**src/rtl/lia_pkg.sv**
```systemverilog
// Constants for the serial bus controller register front end.
// Contract
// - Eight-bit pointer register, read/write, resets zero.
// - Data port read returns pointed register.
// - Data port write stores into pointed register.
// - Pointer at 0xD3, data 0xD2, page 0x00.
// - Configuration at 0xC9 page 0x0F, resets 0x60.
// - Configuration bit 7 enables the interface.
// - Configuration bit 6: 1 master, 0 slave.
// - Bit 5 auto rate, effective only in slave.
// - Configuration bits 4:0 read zero, ignore writes.
// - Fifteen indirect registers at indices 0x00-0x0E.
// - Master-only and slave-only bits gated by mode.
// - Eight data byte registers, read/write, reset zero.
// - Control register at 0x08, fields, resets zero.
// - Slave buffer and identifier need request, idle bus.
// - Error reset clears errors; start needs no error.
package lia_pkg;
  localparam logic [7:0] LIA_ADDR_PTR = 8'hD3;
  localparam logic [7:0] LIA_ADDR_DAT = 8'hD2;
  localparam logic [7:0] LIA_PAGE_PTR = 8'h00;
  localparam logic [7:0] LIA_ADDR_CFG = 8'hC9;
  localparam logic [7:0] LIA_PAGE_CFG = 8'h0F;
  localparam logic [7:0] LIA_PTR_RST = 8'h00;
  localparam logic [7:0] LIA_CFG_RST = 8'h60;
  localparam logic [7:0] LIA_CFG_MASK = 8'hE0;
  localparam int LIA_CFG_EN = 7;
  localparam int LIA_CFG_MASTER = 6;
  localparam int LIA_CFG_AUTO = 5;
  localparam logic [7:0] LIA_IDX_DATA_LAST = 8'h07;
  localparam logic [7:0] LIA_IDX_CTRL = 8'h08;
  localparam logic [7:0] LIA_IDX_STAT = 8'h09;
  localparam logic [7:0] LIA_IDX_ERR = 8'h0A;
  localparam logic [7:0] LIA_IDX_SIZE = 8'h0B;
  localparam logic [7:0] LIA_IDX_DIV = 8'h0C;
  localparam logic [7:0] LIA_IDX_MUL = 8'h0D;
  localparam logic [7:0] LIA_IDX_ID = 8'h0E;
  localparam logic [7:0] LIA_REG_RST = 8'h00;
  // Control bit positions.
  localparam int LIA_C_STOP = 7;
  localparam int LIA_C_SLEEP = 6;
  localparam int LIA_C_DIRECTION_SELECT = 5;
  localparam int LIA_C_DATA_ACKNOWLEDGE = 4;
  localparam int LIA_C_INTRST = 3;
  localparam int LIA_C_ERRRST = 2;
  localparam int LIA_C_WUP = 1;
  localparam int LIA_C_START = 0;
  localparam logic [7:0] LIA_CTRL_STORED = 8'h73;
  // Status bit positions.
  localparam int LIA_S_ACTIVE = 7;
  localparam int LIA_S_ERROR = 2;
  localparam int LIA_S_DATA_REQUEST_PENDING = 4;
  localparam logic [7:0] LIA_STAT_INTCLR = 8'h6B;
  localparam logic [7:0] LIA_STAT_STICKY = 8'h7B;
  // Per register mode masks: bits reachable only in one role.
  localparam logic [7:0] LIA_CTRL_SLV = 8'hD0;
  localparam logic [7:0] LIA_CTRL_MST = 8'h01;
  localparam logic [7:0] LIA_STAT_SLV = 8'h30;
  localparam logic [7:0] LIA_ERR_SLV = 8'h18;
  localparam logic [7:0] LIA_SIZE_MASK = 8'h8F;
  localparam logic [7:0] LIA_ID_MASK = 8'h3F;
  localparam int LIA_ERR_W = 5;
endpackage : lia_pkg

```
**src/rtl/lia_buf_if.sv**
```systemverilog
// Connection between the register front end and the frame data buffer.
`timescale 1ns/1ns
interface lia_buf_if;
  logic wr_en;
  logic [2:0] wr_idx;
  logic [7:0] wr_data;
  logic [2:0] sw_idx;
  logic [7:0] sw_rdata;
  logic [2:0] eng_idx;
  logic [7:0] eng_rdata;
  modport ctrl (output wr_en, wr_idx, wr_data, sw_idx, eng_idx, input sw_rdata, eng_rdata);
  modport mem (input wr_en, wr_idx, wr_data, sw_idx, eng_idx, output sw_rdata, eng_rdata);
endinterface : lia_buf_if

```
**src/rtl/lia_frame_buf.sv**
```systemverilog
// Eight byte frame data buffer with registered read ports.
`timescale 1ns/1ns
module lia_frame_buf (
  // Clock and reset
  input wire logic clk_i,
  input wire logic rstn_i,
  // Buffer access
  lia_buf_if.mem bus
);
  import lia_pkg::*;
  logic [7:0] mem_reg [8];

  always_ff @(posedge clk_i or negedge rstn_i) begin
    if (!rstn_i) begin
      for (int i = 0; i < 8; i++) begin
        mem_reg[i] <= LIA_REG_RST;
      end
    end else if (bus.wr_en) begin
      mem_reg[bus.wr_idx] <= bus.wr_data;
    end
  end

  // Write-through keeps the read register equal to the stored byte at every edge.
  always_ff @(posedge clk_i or negedge rstn_i) begin
    if (!rstn_i) begin
      bus.sw_rdata <= LIA_REG_RST;
      bus.eng_rdata <= LIA_REG_RST;
    end else begin
      bus.sw_rdata <= (bus.wr_en && bus.wr_idx == bus.sw_idx) ? bus.wr_data : mem_reg[bus.sw_idx];
      bus.eng_rdata <= (bus.wr_en && bus.wr_idx == bus.eng_idx) ? bus.wr_data
                                                                : mem_reg[bus.eng_idx];
    end
  end
endmodule : lia_frame_buf

```
**src/rtl/lia_lin_regs.sv**
```systemverilog
// Register front end: pointer, data port, configuration and indirect registers.
`timescale 1ns/1ns
module lia_lin_regs (
  // Clock and reset
  input wire logic clk_i,
  input wire logic rstn_i,
  // Special function register bus
  input wire logic [7:0] sfr_addr_i,
  input wire logic [7:0] sfr_page_i,
  input wire logic sfr_wr_i,
  input wire logic sfr_rd_i,
  input wire logic [7:0] sfr_wdata_i,
  output logic [7:0] sfr_rdata_o,
  // Configuration towards the protocol engine
  output logic cfg_enable_o,
  output logic cfg_master_o,
  output logic cfg_auto_rate_o,
  // Control towards the protocol engine
  output logic [7:0] ctrl_o,
  output logic stop_pulse_o,
  output logic interrupt_reset_pulse_o,
  output logic error_reset_pulse_o,
  output logic start_pulse_o,
  output logic wakeup_pulse_o,
  input wire logic eng_req_clr_i,
  // Frame settings towards the protocol engine
  output logic [7:0] frame_length_checksum_o,
  output logic [7:0] baud_divider_low_o,
  output logic [7:0] baud_multiplier_prescale_o,
  output logic [7:0] frame_identifier_o,
  // Protocol engine events and data
  input wire logic eng_active_i,
  input wire logic [7:0] eng_status_set_i,
  input wire logic [lia_pkg::LIA_ERR_W-1:0] eng_err_set_i,
  input wire logic eng_buf_wr_i,
  input wire logic [2:0] eng_buf_idx_i,
  input wire logic [7:0] eng_buf_wdata_i,
  output logic [7:0] eng_buf_rdata_o,
  input wire logic eng_id_wr_i,
  input wire logic [7:0] eng_id_i
);
  import lia_pkg::*;

  logic [7:0] ptr_reg, ptr_next;
  logic [7:0] cfg_reg;
  logic [7:0] ctrl_reg;
  logic [7:0] size_reg, div_reg, mul_reg, id_reg;
  logic [7:0] stat_flags;
  logic [LIA_ERR_W-1:0] err_flags;
  logic [7:0] status, acc_mask, wbits, rd_value;
  logic ptr_sel, dat_sel, cfg_sel, wr_dat, rd_dat, idx_ok, slave, buf_gate, is_data;
  logic err_pending;
  lia_buf_if buf_bus ();

  ////////////////////////////////////////////////////////////////////////////
  // Address decode.
  always_comb begin
    ptr_sel = 1'b0;
    dat_sel = 1'b0;
    cfg_sel = 1'b0;
    if (sfr_page_i == LIA_PAGE_PTR && sfr_addr_i == LIA_ADDR_PTR) begin
      ptr_sel = 1'b1;
    end else if (sfr_page_i == LIA_PAGE_PTR && sfr_addr_i == LIA_ADDR_DAT) begin
      dat_sel = 1'b1;
    end else if (sfr_page_i == LIA_PAGE_CFG && sfr_addr_i == LIA_ADDR_CFG) begin
      cfg_sel = 1'b1;
    end
  end

  assign slave = ~cfg_reg[LIA_CFG_MASTER];
  assign idx_ok = ptr_reg <= LIA_IDX_ID;
  assign is_data = ptr_reg <= LIA_IDX_DATA_LAST;
  // The engine owns buffer and identifier while a slave frame runs.
  assign buf_gate = ~slave | (stat_flags[LIA_S_DATA_REQUEST_PENDING] & ~eng_active_i);
  assign wr_dat = sfr_wr_i & dat_sel & idx_ok;
  assign rd_dat = sfr_rd_i & dat_sel;
  assign err_pending = |err_flags;

  // Bits that the current role may reach in the pointed register.
  always_comb begin
    acc_mask = 8'hFF;
    if (is_data || ptr_reg == LIA_IDX_ID) begin
      acc_mask = buf_gate ? 8'hFF : 8'h00;
    end else if (ptr_reg == LIA_IDX_CTRL) begin
      acc_mask = slave ? ~LIA_CTRL_MST : ~LIA_CTRL_SLV;
    end else if (ptr_reg == LIA_IDX_STAT) begin
      acc_mask = slave ? 8'hFF : ~LIA_STAT_SLV;
    end else if (ptr_reg == LIA_IDX_ERR) begin
      acc_mask = slave ? 8'hFF : ~LIA_ERR_SLV;
    end
  end

  assign wbits = sfr_wdata_i & acc_mask;

  ////////////////////////////////////////////////////////////////////////////
  // Direct registers.
  always_comb begin
    ptr_next = ptr_reg;
    if (sfr_wr_i && ptr_sel) begin
      ptr_next = sfr_wdata_i;
    end
  end

  always_ff @(posedge clk_i or negedge rstn_i) begin
    if (!rstn_i) begin
      ptr_reg <= LIA_PTR_RST;
    end else begin
      ptr_reg <= ptr_next;
    end
  end

  always_ff @(posedge clk_i or negedge rstn_i) begin
    if (!rstn_i) begin
      cfg_reg <= LIA_CFG_RST;
    end else if (sfr_wr_i && cfg_sel) begin
      cfg_reg <= sfr_wdata_i & LIA_CFG_MASK;
    end
  end

  assign cfg_enable_o = cfg_reg[LIA_CFG_EN];
  assign cfg_master_o = cfg_reg[LIA_CFG_MASTER];
  assign cfg_auto_rate_o = cfg_reg[LIA_CFG_AUTO] & slave;

  ////////////////////////////////////////////////////////////////////////////
  // Control register; write-only bits become pulses and read as zero.
  always_ff @(posedge clk_i or negedge rstn_i) begin
    if (!rstn_i) begin
      ctrl_reg <= LIA_REG_RST;
    end else if (wr_dat && ptr_reg == LIA_IDX_CTRL) begin
      ctrl_reg <= (ctrl_reg & ~(acc_mask & LIA_CTRL_STORED)) | (wbits & LIA_CTRL_STORED);
      if (err_pending) begin
        ctrl_reg[LIA_C_START] <= 1'b0;
        ctrl_reg[LIA_C_WUP] <= 1'b0;
      end
    end else if (eng_req_clr_i) begin
      ctrl_reg[LIA_C_START] <= 1'b0;
      ctrl_reg[LIA_C_WUP] <= 1'b0;
      ctrl_reg[LIA_C_DATA_ACKNOWLEDGE] <= 1'b0;
    end
  end

  always_ff @(posedge clk_i or negedge rstn_i) begin
    if (!rstn_i) begin
      stop_pulse_o <= 1'b0;
      interrupt_reset_pulse_o <= 1'b0;
      error_reset_pulse_o <= 1'b0;
      start_pulse_o <= 1'b0;
      wakeup_pulse_o <= 1'b0;
    end else begin
      stop_pulse_o <= wr_dat && ptr_reg == LIA_IDX_CTRL && wbits[LIA_C_STOP];
      interrupt_reset_pulse_o <= wr_dat && ptr_reg == LIA_IDX_CTRL && wbits[LIA_C_INTRST];
      error_reset_pulse_o <= wr_dat && ptr_reg == LIA_IDX_CTRL && wbits[LIA_C_ERRRST];
      // A frame or wake-up starts only with the error flag clear.
      start_pulse_o <= wr_dat && ptr_reg == LIA_IDX_CTRL && wbits[LIA_C_START]
                       && !err_pending;
      wakeup_pulse_o <= wr_dat && ptr_reg == LIA_IDX_CTRL && wbits[LIA_C_WUP]
                        && !err_pending;
    end
  end

  assign ctrl_o = ctrl_reg;

  ////////////////////////////////////////////////////////////////////////////
  // Status and error flags set by the engine.
  logic [7:0] stat_clr;
  logic [LIA_ERR_W-1:0] err_clr;
  logic ctrl_wr;

  assign ctrl_wr = wr_dat && ptr_reg == LIA_IDX_CTRL;
  always_comb begin
    stat_clr = 8'h00;
    if (ctrl_wr && wbits[LIA_C_INTRST]) begin
      stat_clr = stat_clr | LIA_STAT_INTCLR;
    end
    if (ctrl_wr && (wbits[LIA_C_DATA_ACKNOWLEDGE] || wbits[LIA_C_STOP])) begin
      stat_clr[LIA_S_DATA_REQUEST_PENDING] = 1'b1;
    end
  end
  assign err_clr = {LIA_ERR_W{ctrl_wr & wbits[LIA_C_ERRRST]}};

  lia_sticky #(.W(8)) u_stat (
    .clk_i (clk_i),
    .rstn_i (rstn_i),
    .set_i (eng_status_set_i & LIA_STAT_STICKY),
    .clr_i (stat_clr),
    .flag_o (stat_flags)
  );

  lia_sticky #(.W(LIA_ERR_W)) u_err (
    .clk_i (clk_i),
    .rstn_i (rstn_i),
    .set_i (eng_err_set_i),
    .clr_i (err_clr),
    .flag_o (err_flags)
  );

  always_comb begin
    status = stat_flags;
    status[LIA_S_ACTIVE] = eng_active_i;
    status[LIA_S_ERROR] = err_pending;
  end

  ////////////////////////////////////////////////////////////////////////////
  // Frame settings; the engine loads the identifier it receives.
  always_ff @(posedge clk_i or negedge rstn_i) begin
    if (!rstn_i) begin
      size_reg <= LIA_REG_RST;
      div_reg <= LIA_REG_RST;
      mul_reg <= LIA_REG_RST;
    end else if (wr_dat) begin
      if (ptr_reg == LIA_IDX_SIZE) begin
        size_reg <= sfr_wdata_i & LIA_SIZE_MASK;
      end else if (ptr_reg == LIA_IDX_DIV) begin
        div_reg <= sfr_wdata_i;
      end else if (ptr_reg == LIA_IDX_MUL) begin
        mul_reg <= sfr_wdata_i;
      end
    end
  end

  always_ff @(posedge clk_i or negedge rstn_i) begin
    if (!rstn_i) begin
      id_reg <= LIA_REG_RST;
    end else if (wr_dat && ptr_reg == LIA_IDX_ID && buf_gate) begin
      id_reg <= sfr_wdata_i & LIA_ID_MASK;
    end else if (eng_id_wr_i) begin
      id_reg <= eng_id_i & LIA_ID_MASK;
    end
  end

  assign frame_length_checksum_o = size_reg;
  assign baud_divider_low_o = div_reg;
  assign baud_multiplier_prescale_o = mul_reg;
  assign frame_identifier_o = id_reg;

  ////////////////////////////////////////////////////////////////////////////
  // Data buffer; software has priority over the engine on the write port.
  assign buf_bus.wr_en = (wr_dat && is_data && buf_gate) || eng_buf_wr_i;
  assign buf_bus.wr_idx = (wr_dat && is_data && buf_gate) ? ptr_reg[2:0] : eng_buf_idx_i;
  assign buf_bus.wr_data = (wr_dat && is_data && buf_gate) ? sfr_wdata_i : eng_buf_wdata_i;
  // Addressed from the next pointer so a read right after a pointer write is current.
  assign buf_bus.sw_idx = ptr_next[2:0];
  assign buf_bus.eng_idx = eng_buf_idx_i;
  assign eng_buf_rdata_o = buf_bus.eng_rdata;

  lia_frame_buf u_buf (
    .clk_i (clk_i),
    .rstn_i (rstn_i),
    .bus (buf_bus.mem)
  );

  ////////////////////////////////////////////////////////////////////////////
  // Read data, registered at the access edge.
  always_comb begin
    rd_value = 8'h00;
    if (ptr_sel) begin
      rd_value = ptr_reg;
    end else if (cfg_sel) begin
      rd_value = cfg_reg;
    end else if (dat_sel && idx_ok) begin
      if (is_data) begin
        rd_value = buf_bus.sw_rdata & acc_mask;
      end else if (ptr_reg == LIA_IDX_CTRL) begin
        rd_value = ctrl_reg & LIA_CTRL_STORED & acc_mask;
      end else if (ptr_reg == LIA_IDX_STAT) begin
        rd_value = status & acc_mask;
      end else if (ptr_reg == LIA_IDX_ERR) begin
        rd_value = {{(8 - LIA_ERR_W){1'b0}}, err_flags} & acc_mask;
      end else if (ptr_reg == LIA_IDX_SIZE) begin
        rd_value = size_reg;
      end else if (ptr_reg == LIA_IDX_DIV) begin
        rd_value = div_reg;
      end else if (ptr_reg == LIA_IDX_MUL) begin
        rd_value = mul_reg;
      end else begin
        rd_value = id_reg & acc_mask;
      end
    end
  end

  always_ff @(posedge clk_i or negedge rstn_i) begin
    if (!rstn_i) begin
      sfr_rdata_o <= 8'h00;
    end else if (sfr_rd_i) begin
      sfr_rdata_o <= rd_value;
    end
  end

  ////////////////////////////////////////////////////////////////////////////
  // Checks.
  a_ptr_write: assert property (@(posedge clk_i) disable iff (!rstn_i)
    sfr_wr_i && ptr_sel |=> ptr_reg == $past(sfr_wdata_i))
    else $error("pointer did not take written value");
  a_cfg_low_zero: assert property (@(posedge clk_i) disable iff (!rstn_i)
    cfg_reg[4:0] == 5'h00)
    else $error("configuration low bits not zero");
  a_auto_slave: assert property (@(posedge clk_i) disable iff (!rstn_i)
    cfg_master_o |-> !cfg_auto_rate_o)
    else $error("auto rate active in master role");
  a_oob_read: assert property (@(posedge clk_i) disable iff (!rstn_i)
    rd_dat && ptr_reg > LIA_IDX_ID |=> sfr_rdata_o == 8'h00)
    else $error("out of range index read nonzero");
  a_size_rdback: assert property (@(posedge clk_i) disable iff (!rstn_i)
    wr_dat && ptr_reg == LIA_IDX_SIZE ##1 !sfr_wr_i ##1 rd_dat && $stable(ptr_reg)
    |=> sfr_rdata_o == ($past(sfr_wdata_i, 3) & LIA_SIZE_MASK))
    else $error("size register read back wrong");
  a_start_blocked: assert property (@(posedge clk_i) disable iff (!rstn_i)
    err_pending |=> !start_pulse_o && !wakeup_pulse_o)
    else $error("start issued with error pending");
  a_err_clear: assert property (@(posedge clk_i) disable iff (!rstn_i)
    ctrl_wr && wbits[LIA_C_ERRRST] && eng_err_set_i == '0 |=> !err_pending)
    else $error("error reset did not clear errors");
  a_slave_guard: assert property (@(posedge clk_i) disable iff (!rstn_i)
    slave && !buf_gate && wr_dat && is_data |-> !buf_bus.wr_en || eng_buf_wr_i)
    else $error("slave buffer write while engine owns it");
  // A start request left pending by the master may stand; a slave control write clears it only while an error is pending.
  a_master_only: assert property (@(posedge clk_i) disable iff (!rstn_i)
    slave && ctrl_wr |=> $stable(ctrl_reg[LIA_C_START]))
    else $error("master-only bit written in slave role");
endmodule : lia_lin_regs

```
**src/rtl/lia_sticky.sv**
```systemverilog
// Sticky flag bank where a set in the clear cycle wins.
`timescale 1ns/1ns
module lia_sticky #(
  parameter int W = 8
) (
  // Clock and reset
  input wire logic clk_i,
  input wire logic rstn_i,
  // Set and clear vectors
  input wire logic [W-1:0] set_i,
  input wire logic [W-1:0] clr_i,
  output logic [W-1:0] flag_o
);
  always_ff @(posedge clk_i or negedge rstn_i) begin
    if (!rstn_i) begin
      flag_o <= '0;
    end else begin
      flag_o <= (flag_o & ~clr_i) | set_i;
    end
  end
endmodule : lia_sticky

```
**config.mk**
```make
export PLATFORM = sky130hd
export DESIGN_NAME = lia_lin_regs
export DESIGN_NICKNAME = d
export VERILOG_FILES = /design/src/rtl/lia_pkg.sv /design/src/rtl/lia_buf_if.sv /design/src/rtl/lia_frame_buf.sv /design/src/rtl/lia_lin_regs.sv /design/src/rtl/lia_sticky.sv
export SDC_FILE = /design/constraint.sdc
export NUM_CORES = 1
export LEC_CHECK = 0
export BUFFER_PORTS_ARGS = -buffer_cell sky130_fd_sc_hd__buf_4
export CORE_UTILIZATION = 55
export CTS_CLUSTER_DIAMETER = 30
export CTS_CLUSTER_SIZE = 12
export DETAILED_ROUTE_END_ITERATION = 16
export PLACE_DENSITY = 0.78
export SETUP_SLACK_MARGIN = 0.4
export SLEW_MARGIN = 10
export SYNTH_ARGS = -nofsm -noshare
export SYNTH_HDL_FRONTEND = slang
export SYNTH_SLANG_ARGS = --single-unit
```
**constraint.sdc**
```tcl
create_clock -name clk_i -period 3.35 [get_ports clk_i]
set_input_delay 0.67 -clock clk_i [delete_from_list [all_inputs] [get_ports clk_i]]
set_output_delay 0.67 -clock clk_i [all_outputs]
set_load 0.01 [all_outputs]
```
==> run metrics, run 1 <==
Largest stage delay, worst path 0.71 ns; worst path buffer plus inverter count 0; post-synthesis register bit count 147; Post-Syn Area per Cell 11.2 µm²; synth cell count leaders 145 x dfrtp_1, 64 x mux2_2, 59 x o21ai_0, 47 x nand2_1, 46 x mux2i_1; Cell Count Post-Placement 1020; WL/cell 23.7 µm; Total GRT Usage 0.331; pre-CTS WS 0.0759 ns; Peak VDD IR 394 µV; CP startpoint kind flop; critical path capture point type flop; Routed Wire Length 25000 µm; Crit Path Max Fanout 13; Clock Tree Root clkbuf_16; Post-Syn Area 0.00822 mm²; Synth Warn # 0; PD cells 482 mW/mm²; cts bufs inserted 17; I/O Pins 128; P_leak 4.50 nW; antenna violations before repair 0; DIE AREA 0.0154 mm²; clock latency on the worst-skew pair 0.43 ns; Hold Crit Class in2async; Setup Total Neg Slack 0 ns; Setup Crit Path Kind reg2reg; # setup viols final 0; clock transition at the registers of the reported paths 0.06 ns; die outline width 124 µm; DR vias/cell 6.70; sequential-to-total area share from yosys stat 0.448; Final Hold Viols 0; area taken by multi-input logic gates 0.00424 mm²; CTS tree built; global-route wire length before repair 39500 µm; area grow syn2layout 22.8%; Layout Nets 924; Max-slew headroom 0.594; status completed; Max Freq 346 MHz; max_cap viols 0; Syn Inst Count 734; fin crit share 0.864; Async SR Flop Fraction 1.00; Post-synth EDFFs 0; final instance count without filler cells 1057; maximum clock path buffer count 2; CP arrival 3.18 ns; Setup Skew 0.0117 ns; layout cells sized above 1 0.359; core area 0.0145 mm²; Final Max Slew Viols 0; GRT Residual Overflow 0; Die H 124 µm; ANT nets after route 0; level count of the clock H-tree 4; Final Util 0.695; Critical Path RT 3.64 ns; critical path's slowest cell or4_1; dpl hpwl 17300 µm; DRC Markers 0; critical-path cell list or4_1 -> a2111o_2 -> a21oi_1 -> a211oi_1 -> a311o_1 -> a32oi_1 -> o21ai_0; Sink Count 147; DRT Pass-1 Iters 5; minimum clock period 2.89 ns; RSZ-0062 raised after global routing false; top post-synthesis cells by area dfrtp_1 44%, mux2_2 8.8%, mux2i_1 5.6%, mux4_2 4.4%, a32oi_1 3.6%; most used flip-flop cell after synthesis dfrtp_1; register area 0.00368 mm²; top cell type's share of synthesized area 0.441; fillers 1025; Worst Slack Setup Final 0.456 ns; # rows 44; family with the most delay on the worst path compound AO/OA/AOI/OAI gates; largest net degree at the start of global routing 66; vias after detailed routing 7086; IO buf count 115; vias in the first global route 7017; initial drt markers 834; placer congestion estimate 0.966; synth unique cells 73; area leader, netlist dfrtp_1; Starting Density 0.566; worst slew pin tran 0.609 ns; max FFs per register 64; ANT cells 0; count leader, synth dfrtp_1
[layer usage]
layer	GRT usage	vias to the layer above	share of wire
met5	0	-	0
met2	0.526	494	0.48
li1	-	3015	-
met4	0.134	0	0.030
met3	0.0692	78	0.091
met1	0.443	3499	0.39
[what timing repair did]
action / CTS / global route
hold buffers: 0 / 0
setup endpoints to repair: 12 / 58
resized for setup: 1 / 5
setup buffers: 1 / 4
pin swaps: 1 / 2
[path summary, 6_finish.rpt]
kind,startpoint,endpoint,slack [ns],cells past startpoint
worst max-delay path,ptr_reg[7]$_DFFE_PN0P_,sfr_rdata_o[3]$_DFFE_PN0P_,0.46,7
worst min-delay path,rstn_i,frame_identifier_o[1]$_DFFE_PN0P_,0.22,1
worst max register to register,ptr_reg[7]$_DFFE_PN0P_,sfr_rdata_o[3]$_DFFE_PN0P_,0.46,7
worst min register to register,sfr_rdata_o[2]$_DFFE_PN0P_,sfr_rdata_o[2]$_DFFE_PN0P_,0.50,2
max in group asynchronous,rstn_i,cfg_reg[5]$_DFFE_PN1P_,2.35,2
min in group clk_i,eng_status_set_i[4],u_stat.flag_o[4]$_DFF_PN0_,0.43,2
[logic make-up (layout without fill, tap and decap cells)]
logic type             count (synthesis)  in the layout  share of synthesized area
AO/OA/AOI/OAI                        180            180                      0.148
XOR/XNOR                               2              2                    0.00213
buffers and inverters                 72            204                     0.0431
flip-flops                           147            147                      0.448
multiplexers                         158            158                      0.239
other                                  1              8                   0.000456
AND/OR/NAND/NOR                      174            174                      0.120
[power by group]
part	total (mW)	leakage, nW	switching (mW)	internal [mW]
Combinational	0.712	2.39	0.312	0.400
Clock	2.00	0.306	0.757	1.24
Sequential	2.16	1.80	0.168	1.99
[cell type report]
type,count,area share
multi-input combinational,522,0.420
sequential,147,0.365
timing repair buffer,160,0.127
clock buffer,22,0.0470
tap,184,0.0228
clock inverter,10,0.0143
inverter,12,0.00446
[through the flow]
step | hold WS (ns) | area [µm²] | total power [mW]
finish | 0.224 | 10100 | 4.87
global route | 0.266 | 10100 | 5.04
global placement | 0.479 | 9390 | 2.83
CTS | 0.243 | 10000 | 4.87
detailed placement | 0.487 | 9390 | 2.88
floorplan | 0.374 | 8250 | 2.57
[worst register-to-register path: cells and delay by family (launching register included)]
kind / cells / cell delay, ns
and+or+nand+nor: 1 / 0.71
AOI/OAI and AO/OA: 6 / 1.60
DFF: 1 / 0.44
[cell usage in the layout, fill, tap and decap left out, types with 4 or more instances in the layout]
| master | Yosys | layout |
|---|---|---|
| nand2_1 | 47 | 47 |
| dfrtp_1 | 145 | 144 |
| clkbuf_16 | 0 | 17 |
| buf_12 | 0 | 6 |
| nand2b_1 | 5 | 5 |
| mux2_1 | 16 | 16 |
| nor2_1 | 26 | 26 |
| and3_1 | 5 | 5 |
| mux2i_1 | 46 | 45 |
| mux2_4 | 16 | 16 |
| nand4_1 | 5 | 5 |
| inv_1 | 9 | 9 |
| o211ai_1 | 6 | 6 |
| a22oi_1 | 4 | 4 |
| and2_1 | 5 | 5 |
| nand3_1 | 33 | 33 |
| mux4_2 | 16 | 16 |
| nor3_1 | 11 | 11 |
| inv_6 | 0 | 4 |
| mux2_2 | 64 | 64 |
| buf_4 | 10 | 153 |
| a32oi_1 | 34 | 34 |
| o21ai_0 | 59 | 59 |
| conb_1 | 1 | 8 |
| a21oi_1 | 29 | 29 |
| a21o_1 | 12 | 12 |
| o31ai_1 | 4 | 4 |
| and4_1 | 4 | 4 |
| a31oi_1 | 5 | 4 |
Power figures use the tool's default switching activity.
==> inputs of run 2 (changes only) <==
--- a/config.mk
+++ b/config.mk
@@ -7,6 +7,7 @@
 export LEC_CHECK = 0
 export BUFFER_PORTS_ARGS = -buffer_cell sky130_fd_sc_hd__buf_4
 export CORE_UTILIZATION = 55
+export CTS_BUF_LIST = sky130_fd_sc_hd__clkbuf_4
 export CTS_CLUSTER_DIAMETER = 30
 export CTS_CLUSTER_SIZE = 12
 export DETAILED_ROUTE_END_ITERATION = 16
==> run 2 against run 1 <==
First-iteration DRC count rose by 11%. Sequential share of layout area rose by 1.2 points. Cell count did not move. Total power is 16% lower. Combinational power is essentially flat. Global-route usage down 0.63 points. Fmax is 0.79% lower. Critical endpoint unchanged.
==> run metrics, run 2 (same netlist as run 1, synthesis figures left out) <==
status completed; max_cap viols 0; final instance count without filler cells 1057; DRT Pass-1 Iters 8; largest net degree at the start of global routing 66; design area 0.00978 mm²; leading cell types in the layout, fill and taps excluded 153 x buf_4, 144 x dfrtp_1, 64 x mux2_2; Starting Density 0.566; ANT nets after route 0; CTS tree built; ANT cells 0; Setup Crit Path Kind reg2reg; vias after detailed routing 7045; Clock Tree Root clkbuf_4; Peak VDD IR 330 µV; Max Freq 343 MHz; Sink Count 147; CP arrival 3.37 ns; cts bufs inserted 17; Placed Area 0.00939 mm²; IO buf count 115; initial drt markers 927; Max-slew headroom 0.597; critical path capture point type flop; clock latency on the worst-skew pair 0.59 ns; # rows 44; Setup Skew 0.0286 ns; core area 0.0145 mm²; Setup Total Neg Slack 0 ns; layout cells sized above 1 0.359; Crit Path Max Fanout 13; dpl hpwl 17300 µm; Hold Crit Class in2async; area grow syn2layout 18.9%; placer congestion estimate 0.966; minimum clock period 2.92 ns; I/O Pins 128; worst slew pin tran 0.605 ns; vias in the first global route 6908; most common library cell in the layout ignoring fill and taps buf_4; Final Max Slew Viols 0; level count of the clock H-tree 4; fin crit share 0.871; RSZ-0062 raised after global routing false; GRT Residual Overflow 0; Routed Wire Length 24700 µm; CP startpoint kind flop; antenna violations before repair 0; DIE AREA 0.0154 mm²; Total GRT Usage 0.325; global-route wire length before repair 38700 µm; DRC Markers 0; Die H 124 µm; maximum clock path buffer count 2; Hold Buf Count CTS 0; max FFs per register 64; hold_ws 0.0530 ns; DR vias/cell 6.67; WL/cell 23.3 µm; die outline width 124 µm; clock transition at the registers of the reported paths 0.12 ns; Layout Nets 924; Critical Path RT 3.80 ns; PD cells 417 mW/mm²; P_leak 4.35 nW; Cell Count Post-Placement 1020; Final Hold Viols 0; # setup viols final 0
-- run 2: changes by cell type in the layout (fill, tap and decap cells not counted), sizes merged --
cell and change:
clkinv +3, clkbuf -3
-- run 2: final cells by class --
cell class | count | area [µm²]
fill | 1079 | 4750
inverter | 12 | 45.0
sequential | 147 | 3680
tap | 184 | 230
timing repair buffer | 160 | 1280
clock buffer | 19 | 143
multi-input combinational | 522 | 4240
clock inverter | 13 | 155
-- run 2: final timing paths --
path / endpoint / start / cells after the start / slack, ns
max in group asynchronous: cfg_reg[5]$_DFFE_PN1P_ / rstn_i / 2 / 2.51
min in group clk_i: u_err.flag_o[4]$_DFF_PN0_ / eng_err_set_i[4] / 2 / 0.27
worst max register to register: sfr_rdata_o[3]$_DFFE_PN0P_ / ptr_reg[7]$_DFFE_PN0P_ / 7 / 0.43
worst min-delay path: frame_identifier_o[1]$_DFFE_PN0P_ / rstn_i / 1 / 0.05
worst max-delay path: sfr_rdata_o[3]$_DFFE_PN0P_ / ptr_reg[7]$_DFFE_PN0P_ / 7 / 0.43
worst min register to register: sfr_rdata_o[2]$_DFFE_PN0P_ / sfr_rdata_o[2]$_DFFE_PN0P_ / 2 / 0.52
-- run 2: critical path: stages, from the launching register on --
cell and delay, ns:
dfrtp_1 0.47, or4_1 0.71, a2111o_2 0.60, a21oi_1 0.18
a211oi_1 0.08, a311o_1 0.34, a32oi_1 0.28, o21ai_0 0.13
-- run 2: repair_timing --
action / CTS / global route
resized for setup: 1 / 6
setup buffers: 1 / 4
endpoints found under the setup margin: 15 / 54
pin swaps: 1 / 3
-- run 2: per-stage QoR --
stage / utilization / setup slack (ns) / total power, mW
finish: 0.673 / 0.433 / 4.07
global route: 0.673 / 0.393 / 4.23
CTS: 0.668 / 0.400 / 4.07
detailed placement: 0.646 / 0.0759 / 2.88
global placement: 0.646 / 0.177 / 2.83
floorplan: - / 0.507 / 2.57
-- run 2: power by group --
group | total (mW) | leakage [nW] | switching (mW) | internal (mW)
combinational | 0.712 | 2.39 | 0.312 | 0.400
clock | 1.21 | 0.165 | 0.674 | 0.535
sequential | 2.15 | 1.80 | 0.165 | 1.99
total | 4.07 | 4.35 | 1.15 | 2.92
-- run 2: metal layers --
layer  track usage  routed length (µm)  share of wire
met5             0                   0              0
met4         0.135                 777          0.032
met3        0.0657                2250          0.091
met2         0.516               11800           0.48
met1         0.435                9790           0.40
==> inputs of run 3 (changes only) <==
--- a/config.mk
+++ b/config.mk
@@ -12,7 +12,9 @@
 export CTS_CLUSTER_SIZE = 12
 export DETAILED_ROUTE_END_ITERATION = 16
 export PLACE_DENSITY = 0.78
+export RECOVER_POWER = 50
 export SETUP_SLACK_MARGIN = 0.4
+export SKIP_LAST_GASP = 1
 export SLEW_MARGIN = 10
 export SYNTH_ARGS = -nofsm -noshare
 export SYNTH_HDL_FRONTEND = slang
==> run 3 against run 2 <==
The run now ends with max-capacitance violations, max-slew violations left. Core utilization decreased by 0.92 points. Global-route usage unchanged. Combinational power decreased by 3%. Sequential power barely moved. Critical endpoint unchanged. Highest routed layer unchanged.
==> run metrics, run 3 (same netlist as run 1, synthesis figures left out) <==
DRC Markers 0; Max Freq 346 MHz; dpl hpwl 17300 µm; core area 0.0145 mm²; layout cells sized above 1 0.326; Starting Density 0.566; vias after detailed routing 7088; placer congestion estimate 0.966; WL/cell 23.3 µm; # rows 44; Sink Count 147; most common library cell in the layout ignoring fill and taps dfrtp_1; worst slew pin tran 1.64 ns; vias in the first global route 6908; fin crit share 0.862; Routed Wire Length 24600 µm; failing checks max-capacitance violations, max-slew violations; Setup Total Neg Slack 0 ns; level count of the clock H-tree 4; highest routed metal layer met4; I/O Pins 128; DRT Pass-1 Iters 7; clock latency on the worst-skew pair 0.59 ns; Layout Nets 924; Critical Path RT 3.80 ns; Total GRT Usage 0.325; maximum clock path buffer count 2; CP startpoint kind flop; CP arrival 3.34 ns; Largest stage delay, worst path 0.71 ns; Peak VDD IR 330 µV; M1 WL 9800 µm; area grow syn2layout 17.3%; critical-path cell list or4_1 -> a2111o_2 -> a21oi_1 -> a211oi_1 -> a311o_1 -> a32oi_1 -> o21ai_0; # setup viols final 0; IO buf count 115; Final Max Slew Viols 65; max FFs per register 64; leading cell types in the layout, fill and taps excluded 144 x dfrtp_1, 126 x buf_4, 64 x mux2_2; Final Hold Viols 0; length of routed met3 wiring 2260 µm; cts bufs inserted 17; global-route wire length before repair 38700 µm; WL met2 11700 µm; ANT nets after route 0; critical path's slowest cell or4_1; minimum clock period 2.89 ns; PD cells 420 mW/mm²; Die H 124 µm; CTS tree built; Hold Crit Class in2reg; Power Total 4.05 mW; GRT Residual Overflow 0; Crit Path Max Fanout 13; largest net degree at the start of global routing 66; Placed Area 0.00939 mm²; clock transition at the registers of the reported paths 0.12 ns; die outline width 124 µm; Clock Tree Root clkbuf_4; design area 0.00965 mm²; antenna violations before repair 0; Max-slew headroom -0.0919; status finished, violations left; RSZ-0062 raised after global routing false; max_cap viols 1; Setup Crit Path Kind reg2reg; DIE AREA 0.0154 mm²; ANT cells 0; P_leak 4.24 nW; DR vias/cell 6.71; Setup Skew 0.0318 ns; initial drt markers 859; critical path capture point type flop
-- run 3: cell types whose count changed in the layout (fill, tap and decap cells not counted) --
| cell | before | now |
|---|---|---|
| buf_4 | 153 | 126 |
| buf_6 | 1 | 0 |
| clkbuf_1 | 0 | 26 |
| clkbuf_2 | 0 | 1 |
| clkbuf_4 | 19 | 20 |
| nor4_1 | 3 | 4 |
| nor4_4 | 2 | 1 |
| nor4b_1 | 0 | 1 |
| nor4b_4 | 2 | 1 |
-- run 3: path summary, 6_finish.rpt --
path | startpoint | end | slack (ns) | cells past startpoint
worst max-delay path | ptr_reg[7]$_DFFE_PN0P_ | sfr_rdata_o[3]$_DFFE_PN0P_ | 0.46 | 7
worst min-delay path | eng_err_set_i[4] | u_err.flag_o[4]$_DFF_PN0_ | 0.27 | 2
worst max register to register | ptr_reg[7]$_DFFE_PN0P_ | sfr_rdata_o[3]$_DFFE_PN0P_ | 0.46 | 7
worst min register to register | sfr_rdata_o[2]$_DFFE_PN0P_ | sfr_rdata_o[2]$_DFFE_PN0P_ | 0.52 | 2
max in group asynchronous | rstn_i | u_err.flag_o[1]$_DFF_PN0_ | 1.14 | 2
min in group asynchronous | rstn_i | frame_identifier_o[1]$_DFFE_PN0P_ | 0.48 | 1
-- run 3: metal layers --
metal | vias to the layer above | track usage
met5 | - | 0
met4 | 0 | 0.135
met3 | 93 | 0.0657
met2 | 478 | 0.516
met1 | 3490 | 0.435
li1 | 3027 | -
-- run 3: through the flow --
stage | instances | util | hold slack, ns | setup slack, ns
3_5_place_dp | 1020 | 0.646 | 0.487 | 0.0759
6_report | 1057 | 0.664 | 0.267 | 0.463
4_1_cts | 1053 | 0.668 | 0.0556 | 0.400
3_3_place_gp | 1020 | 0.646 | 0.479 | 0.177
5_1_grt | 1057 | 0.664 | 0.247 | 0.393
2_1_floorplan | 741 | - | 0.374 | 0.507
-- run 3: final cells by class --
class,count,area [µm²]
clock buffer,19,143
clock inverter,13,155
multi-input combinational,522,4210
inverter,12,45.0
timing repair buffer,160,1180
sequential,147,3680
tap,184,230
fill,1122,4890
-- run 3: where the power goes --
part	switching [mW]	total [mW]	internal [mW]
registers	0.165	2.15	1.99
logic	0.310	0.692	0.382
clock network	0.669	1.20	0.535
total	1.14	4.05	2.90
-- run 3: what timing repair did --
item,CTS,global route
gates resized for setup,1,6
setup buffers,1,4
hold buffers,0,0
endpoints found under the setup margin,15,54
pin swaps,1,3
-- run 3: critical path: cells and delay by family (launching register included) --
kind            cells  cell delay [ns]
simple gates        1             0.71
compound gates      6             1.58
flops               1             0.47
